File: config.mk
export PLATFORM = sky130hd
export DESIGN_NAME = adc_continuous_read_transmit
export DESIGN_NICKNAME = d
export VERILOG_FILES = /design/src/rtl/stream_out_pkg.sv /design/src/rtl/stream_out.sv
export SDC_FILE = /design/constraint.sdc
export NUM_CORES = 1
export LEC_CHECK = 0
export BUFFER_PORTS_ARGS = -buffer_cell sky130_fd_sc_hd__buf_4
export CORE_MARGIN = 2
export CORE_UTILIZATION = 30
export CTS_CLUSTER_DIAMETER = 200
export DETAILED_ROUTE_END_ITERATION = 7
export PLACE_DENSITY_LB_ADDON = 0.2
export SKIP_CTS_REPAIR_TIMING = 1
export SLEW_MARGIN = 20
export SYNTH_ARGS = -nofsm -noshare
export SYNTH_HDL_FRONTEND = slang
export SYNTH_SLANG_ARGS = --single-unit
File: constraint.sdc
create_clock -name core_clk -period 5 [get_ports core_clk]
set_clock_uncertainty 0.15 [all_clocks]
set_input_delay 0.75 -clock core_clk [delete_from_list [all_inputs] [get_ports core_clk]]
set_output_delay 0.75 -clock core_clk [all_outputs]
set_load 0.05 [all_outputs]
File: src/rtl/stream_out_pkg.sv
/*
  Constants and types for the converter's result streaming block:
  output select codes, exit and reset patterns, frame layout.
  Assumes a single core clock domain; no bus, plain ports only.
*/
// Operation
// - Select codes: 00 off, 01 read, 10 transmit.
// - Continuous read returns data without instruction byte.
// - Read still running at next result is aborted.
// - Byte 0xA5 first after ready falls exits read.
// - 63 ones then zero, three times, exits both.
// - Interface setup reset also leaves continuous read.
// - Transmit pushes results, aux pins clock and sync.
// - Frame is one or two 32-bit slots.
// - Data clock derived from main clock, optional divide.
// - Transmit ignores serial clock; output carries data only.
// - Writing select 00 stops automatic transmission.
// - Status after data in read, first in transmit.
// - Continuous conversion updates data, drives ready low.
package stream_out_pkg;
  localparam logic [1:0] SEL_OFF         = 2'h0;  // Streaming off
  localparam logic [1:0] SEL_READ        = 2'h1;  // Host-clocked read
  localparam logic [1:0] SEL_TX          = 2'h2;  // Device-driven transmit
  localparam logic [3:0] MODE_CONTINUOUS = 4'h0;  // Continuous conversion code
  localparam logic [7:0] EXIT_CMD        = 8'ha5; // Leaves continuous read
  localparam logic [5:0] RESET_ONES      = 6'h3f; // Ones before the closing zero
  localparam logic [1:0] RESET_REPEATS   = 2'h3;  // Pattern repeats needed
  localparam int         DATA_BITS       = 24;    // Conversion result width
  localparam int         STATUS_BITS     = 8;     // Status byte width
  localparam int         SLOT_BITS       = 32;    // One transmit slot
  localparam logic [2:0] BYTE_LAST       = 3'h7;  // Bit index closing a byte
  localparam logic [5:0] READ_LEN_DATA   = 6'h18; // Bits read without status
  localparam logic [5:0] READ_LEN_STAT   = 6'h20; // Bits read with status
  localparam logic [6:0] FRAME_ONE_SLOT  = 7'h20; // Frame bits, one slot
  localparam logic [6:0] FRAME_TWO_SLOT  = 7'h40; // Frame bits, two slots

  // Active streaming state
  typedef enum logic [1:0] {
    ST_OFF,
    ST_READ,
    ST_TX
  } stream_e;
endpackage

File: src/rtl/stream_out.sv
/*
  Result FIFO and streaming control for continuous read and continuous
  transmit. Assumes results arrive on core_clk; serial pins are
  asynchronous and are synchronised here. Pins are split into in/out/oe.
*/
`timescale 1ns/1ps

module stream_fifo #(
  parameter int WIDTH = 32,
  parameter int DEPTH = 16
) (
  input  wire logic             core_clk,
  input  wire logic             rst_b,
  input  wire logic [WIDTH-1:0] in_data,
  input  wire logic             in_valid,
  output logic                  in_ready,
  output logic [WIDTH-1:0]      out_data,
  output logic                  out_valid,
  input  wire logic             out_ready
);
  localparam int AW = $clog2(DEPTH);

  // Whole FIFO state, flags kept as flops
  typedef struct packed {
    logic [DEPTH-1:0][WIDTH-1:0] mem;
    logic [AW-1:0]               wr;
    logic [AW-1:0]               rd;
    logic [AW:0]                 cnt;
    logic                        full;
    logic                        empty;
  } fifo_s;

  fifo_s cur_ff;
  fifo_s nxt_ff;
  logic  push;
  logic  pop;

  assign push      = in_valid && !cur_ff.full;
  assign pop       = out_ready && !cur_ff.empty;
  assign in_ready  = !cur_ff.full;
  assign out_valid = !cur_ff.empty;
  assign out_data  = cur_ff.mem[cur_ff.rd];

  // Pointer and count update; flags follow the new count
  always_comb begin
    nxt_ff = cur_ff;
    if (push) begin
      nxt_ff.mem[cur_ff.wr] = in_data;
      nxt_ff.wr             = cur_ff.wr + 1'b1;
    end
    if (pop) begin
      nxt_ff.rd = cur_ff.rd + 1'b1;
    end
    nxt_ff.cnt   = cur_ff.cnt + (AW+1)'(push) - (AW+1)'(pop);
    nxt_ff.full  = nxt_ff.cnt == (AW+1)'(DEPTH);
    nxt_ff.empty = nxt_ff.cnt == '0;
  end

  // Empty after reset
  always_ff @(posedge core_clk or negedge rst_b) begin
    if (!rst_b) begin
      cur_ff       <= '0;
      cur_ff.empty <= 1'b1;
    end else begin
      cur_ff <= nxt_ff;
    end
  end
endmodule

module adc_continuous_read_transmit #(
  parameter int          FIFO_DEPTH   = 16,
  parameter logic [15:0] DATA_CLK_DIV = 16'h1  // Core cycles per data clock half period
) (
  input  wire logic                                 core_clk,
  input  wire logic                                 rst_b,
  input  wire logic [stream_out_pkg::DATA_BITS-1:0]   result_data,
  input  wire logic [stream_out_pkg::STATUS_BITS-1:0] result_status,
  input  wire logic                                 result_valid,
  output logic                                      result_ready,
  input  wire logic [stream_out_pkg::STATUS_BITS-1:0] crc_byte,
  input  wire logic                                 ctrl_write,
  input  wire logic [1:0]                           stream_output_select,
  input  wire logic                                 append_status_enable,
  input  wire logic                                 crc_enable,
  input  wire logic [3:0]                           conversion_mode,
  output logic [1:0]                                active_select,
  output logic                                      ready_b,
  input  wire logic                                 spi_sclk,
  input  wire logic                                 spi_cs_b,
  input  wire logic                                 spi_mosi,
  output logic                                      spi_miso_o,
  output logic                                      spi_miso_oe,
  output logic                                      aux_pin_one_o,
  output logic                                      aux_pin_one_oe,
  output logic                                      aux_pin_two_o,
  output logic                                      aux_pin_two_oe
);
  localparam int WORD = stream_out_pkg::DATA_BITS + stream_out_pkg::STATUS_BITS;

  // All block state; sync bits ordered {cs_b, sclk, mosi}
  typedef struct packed {
    logic [2:0]                  sync1;     // First synchroniser stage
    logic [2:0]                  sync2;     // Second stage, safe to use
    logic [2:0]                  prev;      // Second stage delayed, for edges
    stream_out_pkg::stream_e     mode;
    logic [1:0]                  sel;       // Reported select code
    logic                        rdy_b;
    logic [WORD-1:0]             data_reg;  // {data, status}
    logic [WORD-1:0]             shift;     // Read shifter
    logic [5:0]                  bits;      // Bits clocked in this read
    logic                        reading;
    logic                        aborted;
    logic [7:0]                  rx_byte;
    logic [2:0]                  rx_cnt;
    logic                        first_byte; // Next byte may be the exit command
    logic [5:0]                  ones;
    logic [1:0]                  reps;
    logic [2*WORD-1:0]           tx_shift;
    logic [6:0]                  tx_left;
    logic [6:0]                  tx_len;
    logic [15:0]                 div_cnt;
    logic                        data_clk;
    logic                        fsync;
    logic                        sdo;
    logic                        sdo_oe;
    logic                        aux_oe;    // Aux pin drive, follows transmit mode
    logic                        in_rdy;    // FIFO not full, one cycle late
  } ctrl_s;

  ctrl_s           cur_ff;
  ctrl_s           nxt_ff;
  logic [WORD-1:0] fifo_data;
  logic            fifo_valid;
  logic            fifo_take;
  logic            fifo_in_ready;

  // Sixteen-word buffer between converter and serial side
  stream_fifo #(
    .WIDTH (WORD),
    .DEPTH (FIFO_DEPTH)
  ) u_fifo (
    .core_clk  (core_clk),
    .rst_b     (rst_b),
    .in_data   ({result_data, result_status}),
    .in_valid  (result_valid),
    .in_ready  (fifo_in_ready),
    .out_data  (fifo_data),
    .out_valid (fifo_valid),
    .out_ready (fifo_take)
  );

  // Transmit stalls the buffer until the frame on the wire is done
  assign fifo_take = cur_ff.mode != stream_out_pkg::ST_TX || cur_ff.tx_left == '0;

  // Read length depends on the appended status byte
  function automatic logic [5:0] read_len(input logic stat_en);
    read_len = stat_en ? stream_out_pkg::READ_LEN_STAT : stream_out_pkg::READ_LEN_DATA;
  endfunction

  // Main next-state logic
  always_comb begin
    logic cs_low;
    logic sclk_rise;
    logic sclk_fall;
    logic cs_fall;
    logic cs_rise;
    logic mosi;
    logic [7:0] byte_in;
    logic [WORD-1:0] slot_one;
    logic [WORD-1:0] slot_two;
    logic tick;
    cs_low    = 1'b0;
    sclk_rise = 1'b0;
    sclk_fall = 1'b0;
    cs_fall   = 1'b0;
    cs_rise   = 1'b0;
    mosi      = 1'b0;
    byte_in   = '0;
    slot_one  = '0;
    slot_two  = '0;
    tick      = 1'b0;
    nxt_ff    = cur_ff;

    // Two-stage synchronisers; edges only from the second stage
    nxt_ff.sync1 = {spi_cs_b, spi_sclk, spi_mosi};
    nxt_ff.sync2 = cur_ff.sync1;
    nxt_ff.prev  = cur_ff.sync2;
    cs_low    = !cur_ff.sync2[2];
    cs_fall   = cur_ff.prev[2] && !cur_ff.sync2[2];
    cs_rise   = !cur_ff.prev[2] && cur_ff.sync2[2];
    sclk_rise = cs_low && !cur_ff.prev[1] && cur_ff.sync2[1];
    sclk_fall = cs_low && cur_ff.prev[1] && !cur_ff.sync2[1];
    mosi      = cur_ff.sync2[0];

    // Software select write; reserved code is ignored
    if (ctrl_write) begin
      if (stream_output_select == stream_out_pkg::SEL_OFF) begin
        nxt_ff.mode = stream_out_pkg::ST_OFF;
      end else if (conversion_mode == stream_out_pkg::MODE_CONTINUOUS) begin
        if (stream_output_select == stream_out_pkg::SEL_READ) begin
          nxt_ff.mode = stream_out_pkg::ST_READ;
        end else if (stream_output_select == stream_out_pkg::SEL_TX) begin
          nxt_ff.mode = stream_out_pkg::ST_TX;
        end
      end
    end

    // Serial interface reset pattern, watched in every mode
    if (sclk_rise) begin
      if (mosi) begin
        if (cur_ff.ones != stream_out_pkg::RESET_ONES) begin
          nxt_ff.ones = cur_ff.ones + 6'h1;
        end
      end else begin
        nxt_ff.ones = '0;
        if (cur_ff.ones == stream_out_pkg::RESET_ONES) begin
          nxt_ff.reps = cur_ff.reps + 2'h1;
          if (cur_ff.reps + 2'h1 == stream_out_pkg::RESET_REPEATS) begin
            nxt_ff.mode = stream_out_pkg::ST_OFF;
            nxt_ff.reps = '0;
          end
        end else begin
          nxt_ff.reps = '0;
        end
      end
    end

    // New result: data register updated, ready driven low
    if (fifo_valid && fifo_take) begin
      nxt_ff.data_reg   = fifo_data;
      nxt_ff.rdy_b      = 1'b0;
      nxt_ff.first_byte = 1'b1;
      if (cur_ff.reading) begin
        nxt_ff.aborted = 1'b1;
        nxt_ff.reading = 1'b0;
      end
    end

    case (cur_ff.mode)
      stream_out_pkg::ST_READ: begin
        // No instruction needed: chip select starts a data read
        if (cs_fall) begin
          nxt_ff.shift   = cur_ff.data_reg;
          nxt_ff.bits    = '0;
          nxt_ff.reading = 1'b1;
          nxt_ff.aborted = 1'b0;
          nxt_ff.rx_cnt  = '0;
          nxt_ff.sdo     = cur_ff.data_reg[WORD-1];
        end
        // Status bits follow data when enabled
        if (sclk_rise && cur_ff.reading) begin
          nxt_ff.bits = cur_ff.bits + 6'h1;
          if (cur_ff.bits + 6'h1 == read_len(append_status_enable)) begin
            nxt_ff.reading = 1'b0;
            nxt_ff.rdy_b   = !(fifo_valid && fifo_take);  // A result landing now wins
          end
        end
        if (sclk_fall && cur_ff.reading) begin
          nxt_ff.shift = {cur_ff.shift[WORD-2:0], 1'b0};
          nxt_ff.sdo   = cur_ff.shift[WORD-2];
        end
        // Incoming bytes are only checked for the exit command
        if (sclk_rise) begin
          byte_in        = {cur_ff.rx_byte[6:0], mosi};
          nxt_ff.rx_byte = byte_in;
          nxt_ff.rx_cnt  = cur_ff.rx_cnt + 3'h1;
          if (cur_ff.rx_cnt == stream_out_pkg::BYTE_LAST) begin
            nxt_ff.first_byte = fifo_valid && fifo_take;  // A result landing now re-arms
            if (cur_ff.first_byte && byte_in == stream_out_pkg::EXIT_CMD) begin
              nxt_ff.mode = stream_out_pkg::ST_OFF;
            end
          end
        end
        if (cs_rise) begin
          nxt_ff.reading = 1'b0;
          nxt_ff.aborted = 1'b0;
        end
        nxt_ff.sdo_oe = cs_low && !nxt_ff.aborted;
        nxt_ff.div_cnt = '0;
        nxt_ff.data_clk = 1'b0;
        nxt_ff.fsync   = 1'b0;
      end
      stream_out_pkg::ST_TX: begin
        // Serial clock plays no part in transfer here; output is data only
        nxt_ff.reading = 1'b0;
        nxt_ff.sdo_oe  = 1'b1;
        // Frame built from the new result, status first when enabled
        if (fifo_valid && fifo_take) begin
          slot_one = append_status_enable ?
                     {fifo_data[stream_out_pkg::STATUS_BITS-1:0],
                      fifo_data[WORD-1:stream_out_pkg::STATUS_BITS]} :
                     {fifo_data[WORD-1:stream_out_pkg::STATUS_BITS],
                      {stream_out_pkg::STATUS_BITS{1'b0}}};
          slot_two = {(append_status_enable ? fifo_data[stream_out_pkg::STATUS_BITS-1:0] : 8'h00),
                      crc_byte, 16'h0000};
          nxt_ff.tx_shift = {slot_one, slot_two};
          nxt_ff.tx_len   = crc_enable ? stream_out_pkg::FRAME_TWO_SLOT :
                            stream_out_pkg::FRAME_ONE_SLOT;
          nxt_ff.tx_left  = nxt_ff.tx_len;
        end
        // Data clock divided down from the core clock
        tick = cur_ff.div_cnt == DATA_CLK_DIV - 16'h1;
        nxt_ff.div_cnt = tick ? 16'h0 : cur_ff.div_cnt + 16'h1;
        if (tick) begin
          nxt_ff.data_clk = !cur_ff.data_clk;
          // Bits change on the falling data clock edge
          if (cur_ff.data_clk) begin
            if (cur_ff.tx_left != '0) begin
              nxt_ff.sdo      = cur_ff.tx_shift[2*WORD-1];
              nxt_ff.tx_shift = {cur_ff.tx_shift[2*WORD-2:0], 1'b0};
              nxt_ff.fsync    = cur_ff.tx_left == cur_ff.tx_len;
              nxt_ff.tx_left  = cur_ff.tx_left - 7'h1;
              if (cur_ff.tx_left == 7'h1) begin
                nxt_ff.rdy_b = 1'b1;
              end
            end else begin
              nxt_ff.sdo   = 1'b0;
              nxt_ff.fsync = 1'b0;
            end
          end
        end
      end
      default: begin
        // Off: pins released, any frame in flight dropped
        nxt_ff.sdo_oe  = 1'b0;
        nxt_ff.reading = 1'b0;
        nxt_ff.tx_left = '0;
        nxt_ff.div_cnt = '0;
        nxt_ff.data_clk = 1'b0;
        nxt_ff.fsync   = 1'b0;
        nxt_ff.sdo     = 1'b0;
      end
    endcase

    // Select report follows the state; no other reset path touches it
    case (nxt_ff.mode)
      stream_out_pkg::ST_READ: nxt_ff.sel = stream_out_pkg::SEL_READ;
      stream_out_pkg::ST_TX:   nxt_ff.sel = stream_out_pkg::SEL_TX;
      default:                 nxt_ff.sel = stream_out_pkg::SEL_OFF;
    endcase
    // Enables follow the next mode, so no pin stays driven after switching to off; data output enable comes from the old mode on other switches
    nxt_ff.aux_oe = nxt_ff.mode == stream_out_pkg::ST_TX;
    nxt_ff.sdo_oe = nxt_ff.sdo_oe && nxt_ff.mode != stream_out_pkg::ST_OFF;
    // Back-pressure registered so the output comes from a flop
    nxt_ff.in_rdy = fifo_in_ready;
  end

  // State register; ready idles high
  always_ff @(posedge core_clk or negedge rst_b) begin
    if (!rst_b) begin
      cur_ff       <= '0;
      cur_ff.sync1 <= 3'h7;
      cur_ff.sync2 <= 3'h7;
      cur_ff.prev  <= 3'h7;
      cur_ff.rdy_b <= 1'b1;
    end else begin
      cur_ff <= nxt_ff;
    end
  end

  assign result_ready   = cur_ff.in_rdy;
  assign active_select  = cur_ff.sel;
  assign ready_b        = cur_ff.rdy_b;
  assign spi_miso_o     = cur_ff.sdo;
  assign spi_miso_oe    = cur_ff.sdo_oe;
  assign aux_pin_one_o  = cur_ff.fsync;
  assign aux_pin_one_oe = cur_ff.aux_oe;
  assign aux_pin_two_o  = cur_ff.data_clk;
  assign aux_pin_two_oe = cur_ff.aux_oe;
endmodule

**Word-level counts from Yosys, hierarchy flattened**

Index checks and enable logic that the tools add are counted.

- Flip-flop bits (word level): 732
- Input bits: 55
- Output and inout port bits: 10
- Word-level logic and storage cells: 185

- Add/sub/neg operators: 10
- Magnitude comparators: 3
- Equality and inequality tests: 20
- Muxes and demuxes: 61
- Bitwise gates (word level): 1
- Reductions and logical operators: 43

Operators with widths:

| kind | number |
|---|---|
| 512-bit bitwise mux | 1 |
| 71-bit 2-to-1 mux | 3 |
| 32-bit binary-select mux with 4-bit select | 1 |
| 32-bit demux with 4-bit select | 1 |
| 32-bit 2-to-1 mux | 3 |
| 78-bit 2-to-1 mux | 1 |
| 2-bit 2-to-1 mux | 20 |
| 20-bit case mux with 2 select lines | 1 |
| 39-bit 2-to-1 mux | 1 |
| 33-bit 2-to-1 mux | 1 |
| 31-bit 2-to-1 mux | 1 |
| 6-bit 2-to-1 mux | 3 |
| 16-bit by 1-bit adder with 16-bit output, second input constant | 1 |
| 16-bit zero test | 1 |
| 16-bit 2-to-1 mux | 1 |
| 2-bit AND reduction | 8 |
| 1-bit logical AND | 14 |
| 7-bit 2-to-1 mux | 2 |
| 7-bit case mux with 2 select lines | 1 |
| 1-bit 2-to-1 mux | 13 |
| 13-bit 2-to-1 mux | 1 |
| 6-bit by 1-bit adder with 6-bit output, second input constant | 2 |
| 12-bit 2-to-1 mux | 1 |
| 4-bit by 5-bit < comparator with 1-bit output, second input constant | 2 |
| 34 further kinds | 54 |

**Longest topological paths before layout**

Gate-level depths: netlist of run 1.

- Word-level depth: 16
- Gate-level depth with buffers: 20
- Mapped depth without buffers: 16

**Hierarchy**

A second synthesis of run 1 with hierarchy kept.

- Cell total of the unflattened synthesis: 2,355
- Area, all modules: 32,772.7 um2

By module, submodules not included:

| module | instances | cells an instance | area each (um2) | sequential area each (um2) |
|---|---|---|---|---|
| stream_fifo | 1 | 1,470 | 23,610.1 | 13,188.9 |
| adc_continuous_read_transmit | 1 | 885 | 9,162.5 | 4,941.0 |

**Worst setup path before layout of run 1**

OpenSTA, ideal clock, no wires.

- Path kind: reg2reg
- From: reg cur_ff[29] in the netlist's numbering
- To: reg u_fifo.cur_ff[1] in the netlist's numbering
- Library setup time: 0.073 ns
- Arrival: 3.519 ns
- Required time: 4.777 ns
- Path slack: 1.258 ns
- Stages on the path, launching flop included: 18
- Buffers on the path: 3
- Clock period less this slack: 3.742 ns
- Cells stage by stage: dfrtp_1 > inv_1 > ha_1 > nor4b_4 > a21o_1 > buf_4 > nand2_1 > inv_2 > buf_2 > buf_2 > ha_1 > inv_1 > ha_1 > inv_1 > fa_1 > inv_1 > or4_1 > nor2b_1

RTL lines:

| element | line | text |
|---|---|---|
| start, declared | stream_out.sv:130 | `ctrl_s cur_ff;` |
| start signal, assigned | stream_out.sv:357 | `cur_ff <= nxt_ff;` |
| end signal, assigned | stream_out.sv:65 | `cur_ff <= nxt_ff;` |
| end, declared | stream_out.sv:33 | `fifo_s cur_ff;` |

==> out/results.md, run 1 <==
- Max-Slew Margin vs Limit: 25.47%
- Hold Crit Class: in2async
- top-area cell type share of the netlist area: 53.85%
- leakage power of the design: 16.30 nW
- proportion of register bits with asynchronous set or reset after synthesis: 100.0%
- via count of the first global-routing pass: 22350
- Post-Synth Adder-Cell Area: 0.8146%
- placement row count: 121
- final core utilization: 35.00%
- switching portion of total power: 34.53%
- clock transition at the registers of the reported paths: 0.05 ns
- length in cells of the worst reg-to-reg path: 14
- required time of the critical path: 5.40 ns
- data arrival time of the critical path: 4.15 ns
- post-layout total power: 25.69 mW
- final setup violation count: 0
- number of buffers inserted during clock tree synthesis: 86
- measured slew at the worst slew-check pin: 1.087 ns
- aggregate routed wire length: 91.49 mm
- netlist area before placement: 0.03318 mm²
- number of placed I/O pins: 65
- highest clock frequency the design can meet: 266.6 MHz
- shortest clock period the worst path allows after layout: 3.750 ns
- Final Slew Violations: 0
- 1st-iter DRT viols: 1334
- number of synthesis warnings: 0
- 1st-pass router iterations: 5
- maximum number of pins on one net before global-route repair: 131
- share of total power in combinational logic: 37.4%
- CORE AREA: 0.1093 mm²
- most frequent cell after synthesis: sky130_fd_sc_hd__dfrtp_1
- Distinct cells, synth: 77
- run status: finished clean
- Non-Filler Cell Area, Final: 0.03825 mm²
- cell area power density: 671.6 mW/mm²
- Sequential Power Share: 38.2%
- Routed WL per cell: 22.51 µm
- number of design rule violations left after detail routing: 0
- clock tree from TritonCTS: yes
- standard cell area after detailed placement: 0.03540 mm²
- Via density: 5.148
- number of maximum-capacitance constraint violations: 0
- final net count: 2596
- largest family of logic cells by synthesized area: multiplexers
- ANT nets after route: 0
- total global routing overflow: 0
- final HPWL from detailed placement: 57.29 mm
- Die Y-Extent: 336.6 µm
- Yosys top cell by area: sky130_fd_sc_hd__dfrtp_1
- Worst R2R End: u_fifo.cur_ff[1]$_DFF_PN0_
- share of the synthesized netlist area taken by xor and xnor gates: 0.6864%
- share of cells above drive strength 1: 36.68%
- cell types with the largest area share after synthesis: sky130_fd_sc_hd__dfrtp_1 (54%), sky130_fd_sc_hd__mux2_2 (18%), sky130_fd_sc_hd__mux4_2 (6.0%)
- area enclosed by the die boundary: 0.1133 mm²
- average size of a mapped cell: 13.29 µm²
- Area Overhead vs Synth: 15.30%
- initial core utilization: 30.35%
- number of clock sinks: 724
- share of the yosys chip area belonging to registers: 54.64%
- top post-synthesis cells by count: sky130_fd_sc_hd__dfrtp_1 (714), sky130_fd_sc_hd__mux2_2 (530), sky130_fd_sc_hd__clkbuf_1 (132)
- root buf cell: sky130_fd_sc_hd__clkbuf_16
- final hold viol count: 0
- first-pass GRT wire length: 141.9 mm
- Max IR drop VDD: 0.0002704 V
- Critical Path Sink Type: flop
- internal power: 16.82 mW
- total track usage: 16.34%
- Die Span X: 336.6 µm
- Port Buffers: 64
- total vias in the final route: 20920
- category of the most critical setup path: reg2reg
- CTS Buffer Depth: 3
- largest fanout of any net on the critical path: 8
- H-tree depth reported by CTS: 3
- main flop type after synthesis: sky130_fd_sc_hd__dfrtp_1
- Placer Congestion: 0.7758
- Psw: 8.871 mW
- number of enable-type register cells in the synthesized netlist: 0
- RSZ-0062 raised after global routing: no
- kind of launch point of the worst setup path: flop
- flip-flop and latch count after synthesis: 724
- total nets after synthesis: 2573
- share of the synthesized area in compound gates (AO/OA/AOI/OAI): 8.338%
- share of the clock period used by the worst path: 75.01%
- clock network latency to the later pin of the worst-skew pair: 0.64 ns
- Clk network pwr share: 24.5%
- mux contribution to synthesized area: 26.89%
- Simple-Gate Fraction of Synth Area: 5.400%
- flop-to-flop setup slack: 1.25 ns
- initial antenna violation count: 5
- number of instances in the synthesized netlist: 2497
- setup TNS: 0 ns
- worst flop-to-flop path startpoint: cur_ff[29]$_DFFE_PN0N_
[worst max-delay path, stage by stage (launching register included)]
cell	delay (ns)
sky130_fd_sc_hd__dfrtp_1	0.40
sky130_fd_sc_hd__inv_1	0.10
sky130_fd_sc_hd__ha_1	0.27
sky130_fd_sc_hd__nor4b_4	0.38
sky130_fd_sc_hd__a21o_1	0.43
sky130_fd_sc_hd__nand2_2	0.11
sky130_fd_sc_hd__inv_2	0.07
sky130_fd_sc_hd__ha_1	0.22
sky130_fd_sc_hd__inv_1	0.06
sky130_fd_sc_hd__ha_1	0.16
sky130_fd_sc_hd__inv_1	0.06
sky130_fd_sc_hd__fa_1	0.43
sky130_fd_sc_hd__xnor2_1	0.18
sky130_fd_sc_hd__or4_1	0.51
sky130_fd_sc_hd__nor2b_1	0.13
[metal layers]
metal	share of wire (%)	global-route usage, %	vias to the layer above
li1	-	-	9253
met1	46	22.43	11130
met2	48	26.79	392
met3	4.2	2.916	140
met4	2.0	3.932	6
met5	0.046	0	-
[kinds of logic (layout without fill, tap and decap cells)]
group,after synthesis,in the layout
flip-flops,724,724
multiplexers,715,715
AO/OA/AOI/OAI,403,403
AND/OR/NAND/NOR,368,368
buffers and inverters,240,330
XOR/XNOR,26,26
adder cells (fa/ha/maj),21,21
other,0,1
[registers in the layout (all words and copies together) (netlist names)]
signal          cells
aux_pin_one_o       1
spi_miso_o          1
cur_ff            189
aux_pin_one_oe      1
spi_miso_oe         1
result_ready        1
ready_b             1
active_select       1
u_fifo.cur_ff     527
aux_pin_two_o       1
[power groups by stage]
| stage | registers [mW] | logic, mW | clock network, mW |
|---|---|---|---|
| after floorplan | 9.39 | 7.00 | 0 |
| after global placement | 9.72 | 9.48 | 0 |
| after detailed placement | 9.90 | 9.70 | 0 |
| after CTS | 9.80 | 9.72 | 6.47 |
| after global routing | 10.1 | 10.4 | 6.71 |
| final | 9.80 | 9.60 | 6.29 |
[layout make-up]
class,instances,area [µm²]
fillers,10650,71050
flip-flops and latches,724,18140
multi-input cells,1533,14120
clock buffers,124,2556
well taps,1476,1847
repair buffers,125,1109
clock inverters,31,295.3
inverters,50,187.7
diodes,1,2.502
[how the worst max path moves through the flow]
| stage | start | endpoint | slack, ns | cells after the start |
|---|---|---|---|---|
| floorplan | cur_ff[29]$_DFFE_PN0N_ | u_fifo.cur_ff[1]$_DFF_PN0_ | 1.26 | 17 |
| global placement | cur_ff[29]$_DFFE_PN0N_ | u_fifo.cur_ff[1]$_DFF_PN0_ | 1.36 | 14 |
| detailed placement | cur_ff[29]$_DFFE_PN0N_ | u_fifo.cur_ff[1]$_DFF_PN0_ | 1.30 | 14 |
| CTS | cur_ff[29]$_DFFE_PN0N_ | u_fifo.cur_ff[1]$_DFF_PN0_ | 1.27 | 14 |
| global route | cur_ff[29]$_DFFE_PN0N_ | u_fifo.cur_ff[1]$_DFF_PN0_ | 1.01 | 14 |
| finish | cur_ff[29]$_DFFE_PN0N_ | u_fifo.cur_ff[1]$_DFF_PN0_ | 1.25 | 14 |
[cell usage in the layout (no fill, tap or decap), drive strengths merged, types with 5 or more instances in the layout]
cell,count
nand2b,11
mux2i,97
xnor2,20
o21ba,16
a32o,6
dfstp,10
xor2,6
ha,20
a21o,5
a22oi,11
inv,54
nor3b,9
and2,12
nor2,97
dfrtp,714
nand3,25
o22ai,51
nor2b,8
a2bb2oi,10
mux4,88
o31ai,6
a221o,12
nand2,126
buf,125
clkinv,22
a22o,34
mux2,530
clkbuf,124
nor3,15
a21boi,5
a221oi,35
o211ai,5
o21ai,111
a21oi,62
a31oi,11
and3,6
nor4,11
nand4,24
[metrics by stage]
step	cells	setup slack (ns)	hold slack, ns
floorplan	2497	1.258	0.1952
global placement	3908	1.355	0.2018
detailed placement	3908	1.297	0.2003
CTS	4063	1.269	-0.001304
global route	4064	1.007	0.03443
finish	4064	1.250	0.03142
Note: power is estimated with default switching activity, not from simulation.
==> run 2: changes to the inputs <==
- clock period: 5 -> 3.8 ns (I/O delays scaled with it)
==> out/results.md, run 2 (synthesized netlist as in run 1, its figures left out) <==
- initial core utilization: 30.35%, unchanged
- clock transition at the registers of the reported paths: 0.06 ns, about the same
- commonest non-fill, non-tap cells in the layout: sky130_fd_sc_hd__dfrtp_1 (711), sky130_fd_sc_hd__mux2_2 (530), sky130_fd_sc_hd__buf_4 (148)
- Die Y-Extent: 336.6 µm, unchanged
- Final Slew Violations: 0, unchanged
- CTS Buffer Depth: 3, unchanged
- CORE AREA: 0.1093 mm², unchanged
- clock tree from TritonCTS: yes
- number of design rule violations left after detail routing: 0, unchanged
- standard cell with the maximum stage delay on the critical path: sky130_fd_sc_hd__or4_1
- data arrival time of the critical path: 3.71 ns, -0.44 ns
- number of buffers inserted during clock tree synthesis: 85, -1.2%
- share of the clock period used by the worst path: 86.79%, +12 points
- RSZ-0062 raised after global routing: no
- Psw: 11.74 mW, +32%
- category of the most critical setup path: reg2reg
- Hold Crit Class: in2reg
- number of maximum-capacitance constraint violations: 0, unchanged
- flip-flop count of the largest register, all copies and words added: 527, unchanged
- share of total power in combinational logic: 37.4%, about the same
- shortest clock period the worst path allows after layout: 3.298 ns, -0.4522 ns
- highest clock frequency the design can meet: 303.2 MHz, +14%
- registers with the highest flip-flop counts: u_fifo.cur_ff x527, cur_ff x189
- Clk network pwr share: 24.4%, about the same
- cell area power density: 879.7 mW/mm², +31%
- maximum number of pins on one net before global-route repair: 105, -20%
- H-tree depth reported by CTS: 3, unchanged
- total track usage: 16.52%, +0.18 points
- Area Overhead vs Synth: 16.86%
- 1st-pass router iterations: 5, unchanged
- largest reg by FF count: u_fifo.cur_ff
- number of clock sinks: 724, unchanged
- measured slew at the worst slew-check pin: 0.9756 ns, -0.1113 ns
- leakage power of the design: 16.58 nW, +1.7%
- critical path's largest stage delay: 0.51 ns, about the same
- final hold viol count: 0, unchanged
- most common cell after layout, fill and taps aside: sky130_fd_sc_hd__dfrtp_1
- run status: finished clean
- Via density: 5.115, -0.65%
- kind of launch point of the worst setup path: flop
- total global routing overflow: 0, unchanged
- final core utilization: 35.47%, +0.48 points
- Max IR drop VDD: 0.0004534 V, +68%
- Sequential Power Share: 38.2%, about the same
- via count of the first global-routing pass: 22280, -0.34%
- Routed WL per cell: 22.59 µm, +0.37%
- final net count: 2645, +1.9%
- total vias in the final route: 21030, +0.53%
- switching portion of total power: 34.43%, -0.10 points
- setup TNS: 0 ns, unchanged
- required time of the critical path: 4.21 ns, -1.19 ns
- Placer Congestion: 0.7946, +2.4%
- Die Span X: 336.6 µm, unchanged
- initial antenna violation count: 6, +1
- final HPWL from detailed placement: 59.40 mm, +3.7%
- Port Buffers: 64, unchanged
- root buf cell: sky130_fd_sc_hd__clkbuf_16
- Max-Slew Margin vs Limit: 33.10%, +7.6 points
- Critical Path Sink Type: flop
- internal power: 22.37 mW, +33%
- ANT nets after route: 0, unchanged
- 1st-iter DRT viols: 1406, +5.4%
- first-pass GRT wire length: 142.6 mm, +0.45%
- clock network latency to the later pin of the worst-skew pair: 0.65 ns, about the same
- aggregate routed wire length: 92.91 mm, +1.6%
- area enclosed by the die boundary: 0.1133 mm², unchanged
- cell chain of the critical path: inv_1 -> ha_1 -> nor4b_4 -> a21o_1 -> nand2_2 -> inv_2 -> ha_1 -> inv_1 -> ha_1 -> inv_1 -> fa_1 -> xnor2_1 -> or4_1 -> nor2b_1
- placement row count: 121, unchanged
- share of cells above drive strength 1: 37.50%, +0.81 points
- number of placed I/O pins: 65, unchanged
- final setup violation count: 0, unchanged
- largest fanout of any net on the critical path: 6, -2
-- run 2: area by class of cell --
cell class	count	area (µm²)
clock inverter	27	339.1
antenna	1	2.502
inverter	50	187.7
fill	10650	70530
sequential	724	18140
clock buffer	126	2534
tap	1476	1847
timing repair buffer	175	1607
multi-input combinational	1533	14120
-- run 2: worst paths after layout --
kind                                                  endpoint  cells after the start  slack, ns                   start
min in group asynchronous           u_fifo.cur_ff[5]$_DFF_PN0_                      2       0.40                   rst_b
worst max register to register      u_fifo.cur_ff[1]$_DFF_PN0_                     14       0.50  cur_ff[29]$_DFFE_PN0N_
worst min register to register           cur_ff[200]$_DFF_PN1_                      0       0.21   cur_ff[203]$_DFF_PN1_
max in group asynchronous       u_fifo.cur_ff[371]$_DFFE_PN0P_                      3       2.03                   rst_b
worst min-delay path                    cur_ff[27]$_DFFE_PN0P_                      2       0.05              crc_enable
worst max-delay path                u_fifo.cur_ff[1]$_DFF_PN0_                     14       0.50  cur_ff[29]$_DFFE_PN0N_
-- run 2: power by group through the flow --
| stage | clock network, mW | logic, mW | registers (mW) |
|---|---|---|---|
| global placement | 0 | 12.6 | 12.9 |
| detailed placement | 0 | 12.9 | 13.2 |
| global route | 8.89 | 13.8 | 13.5 |
| finish | 8.31 | 12.8 | 13.0 |
| floorplan | 0 | 9.21 | 12.4 |
| CTS | 8.58 | 12.9 | 13.0 |
-- run 2: critical path: cells and delay by family, from the launching register on --
family,cells,cell delay (ns)
AND/OR/NAND/NOR,4,0.99
buffers and inverters,4,0.28
XOR/XNOR,1,0.17
adder cells (fa/ha/maj),4,1.05
AO/OA/AOI/OAI,1,0.19
flip-flops,1,0.40
-- run 2: layer usage --
metal	GRT usage [%]	wire length, µm	up-vias
li1	-	-	9352
met2	27.16	44400	374
met1	22.46	42580	11190
met3	3.261	4155	111
met4	3.866	1722	8
met5	0	48	-
-- run 2: through the flow --
step | instance area (µm²) | setup WS [ns] | cells | hold slack [ns] | power [mW]
4_1_cts | 38730 | 0.4999 | 4107 | -0.1971 | 34.54
3_5_place_dp | 35860 | 0.5154 | 3954 | 0.1988 | 26.05
6_report | 38770 | 0.5018 | 4112 | 0.05211 | 34.11
3_3_place_gp | 35860 | 0.5074 | 3954 | 0.2006 | 25.57
2_1_floorplan | 33180 | 0.05840 | 2497 | 0.1244 | 21.57
5_1_grt | 38770 | 0.2892 | 4111 | 0.04568 | 36.16
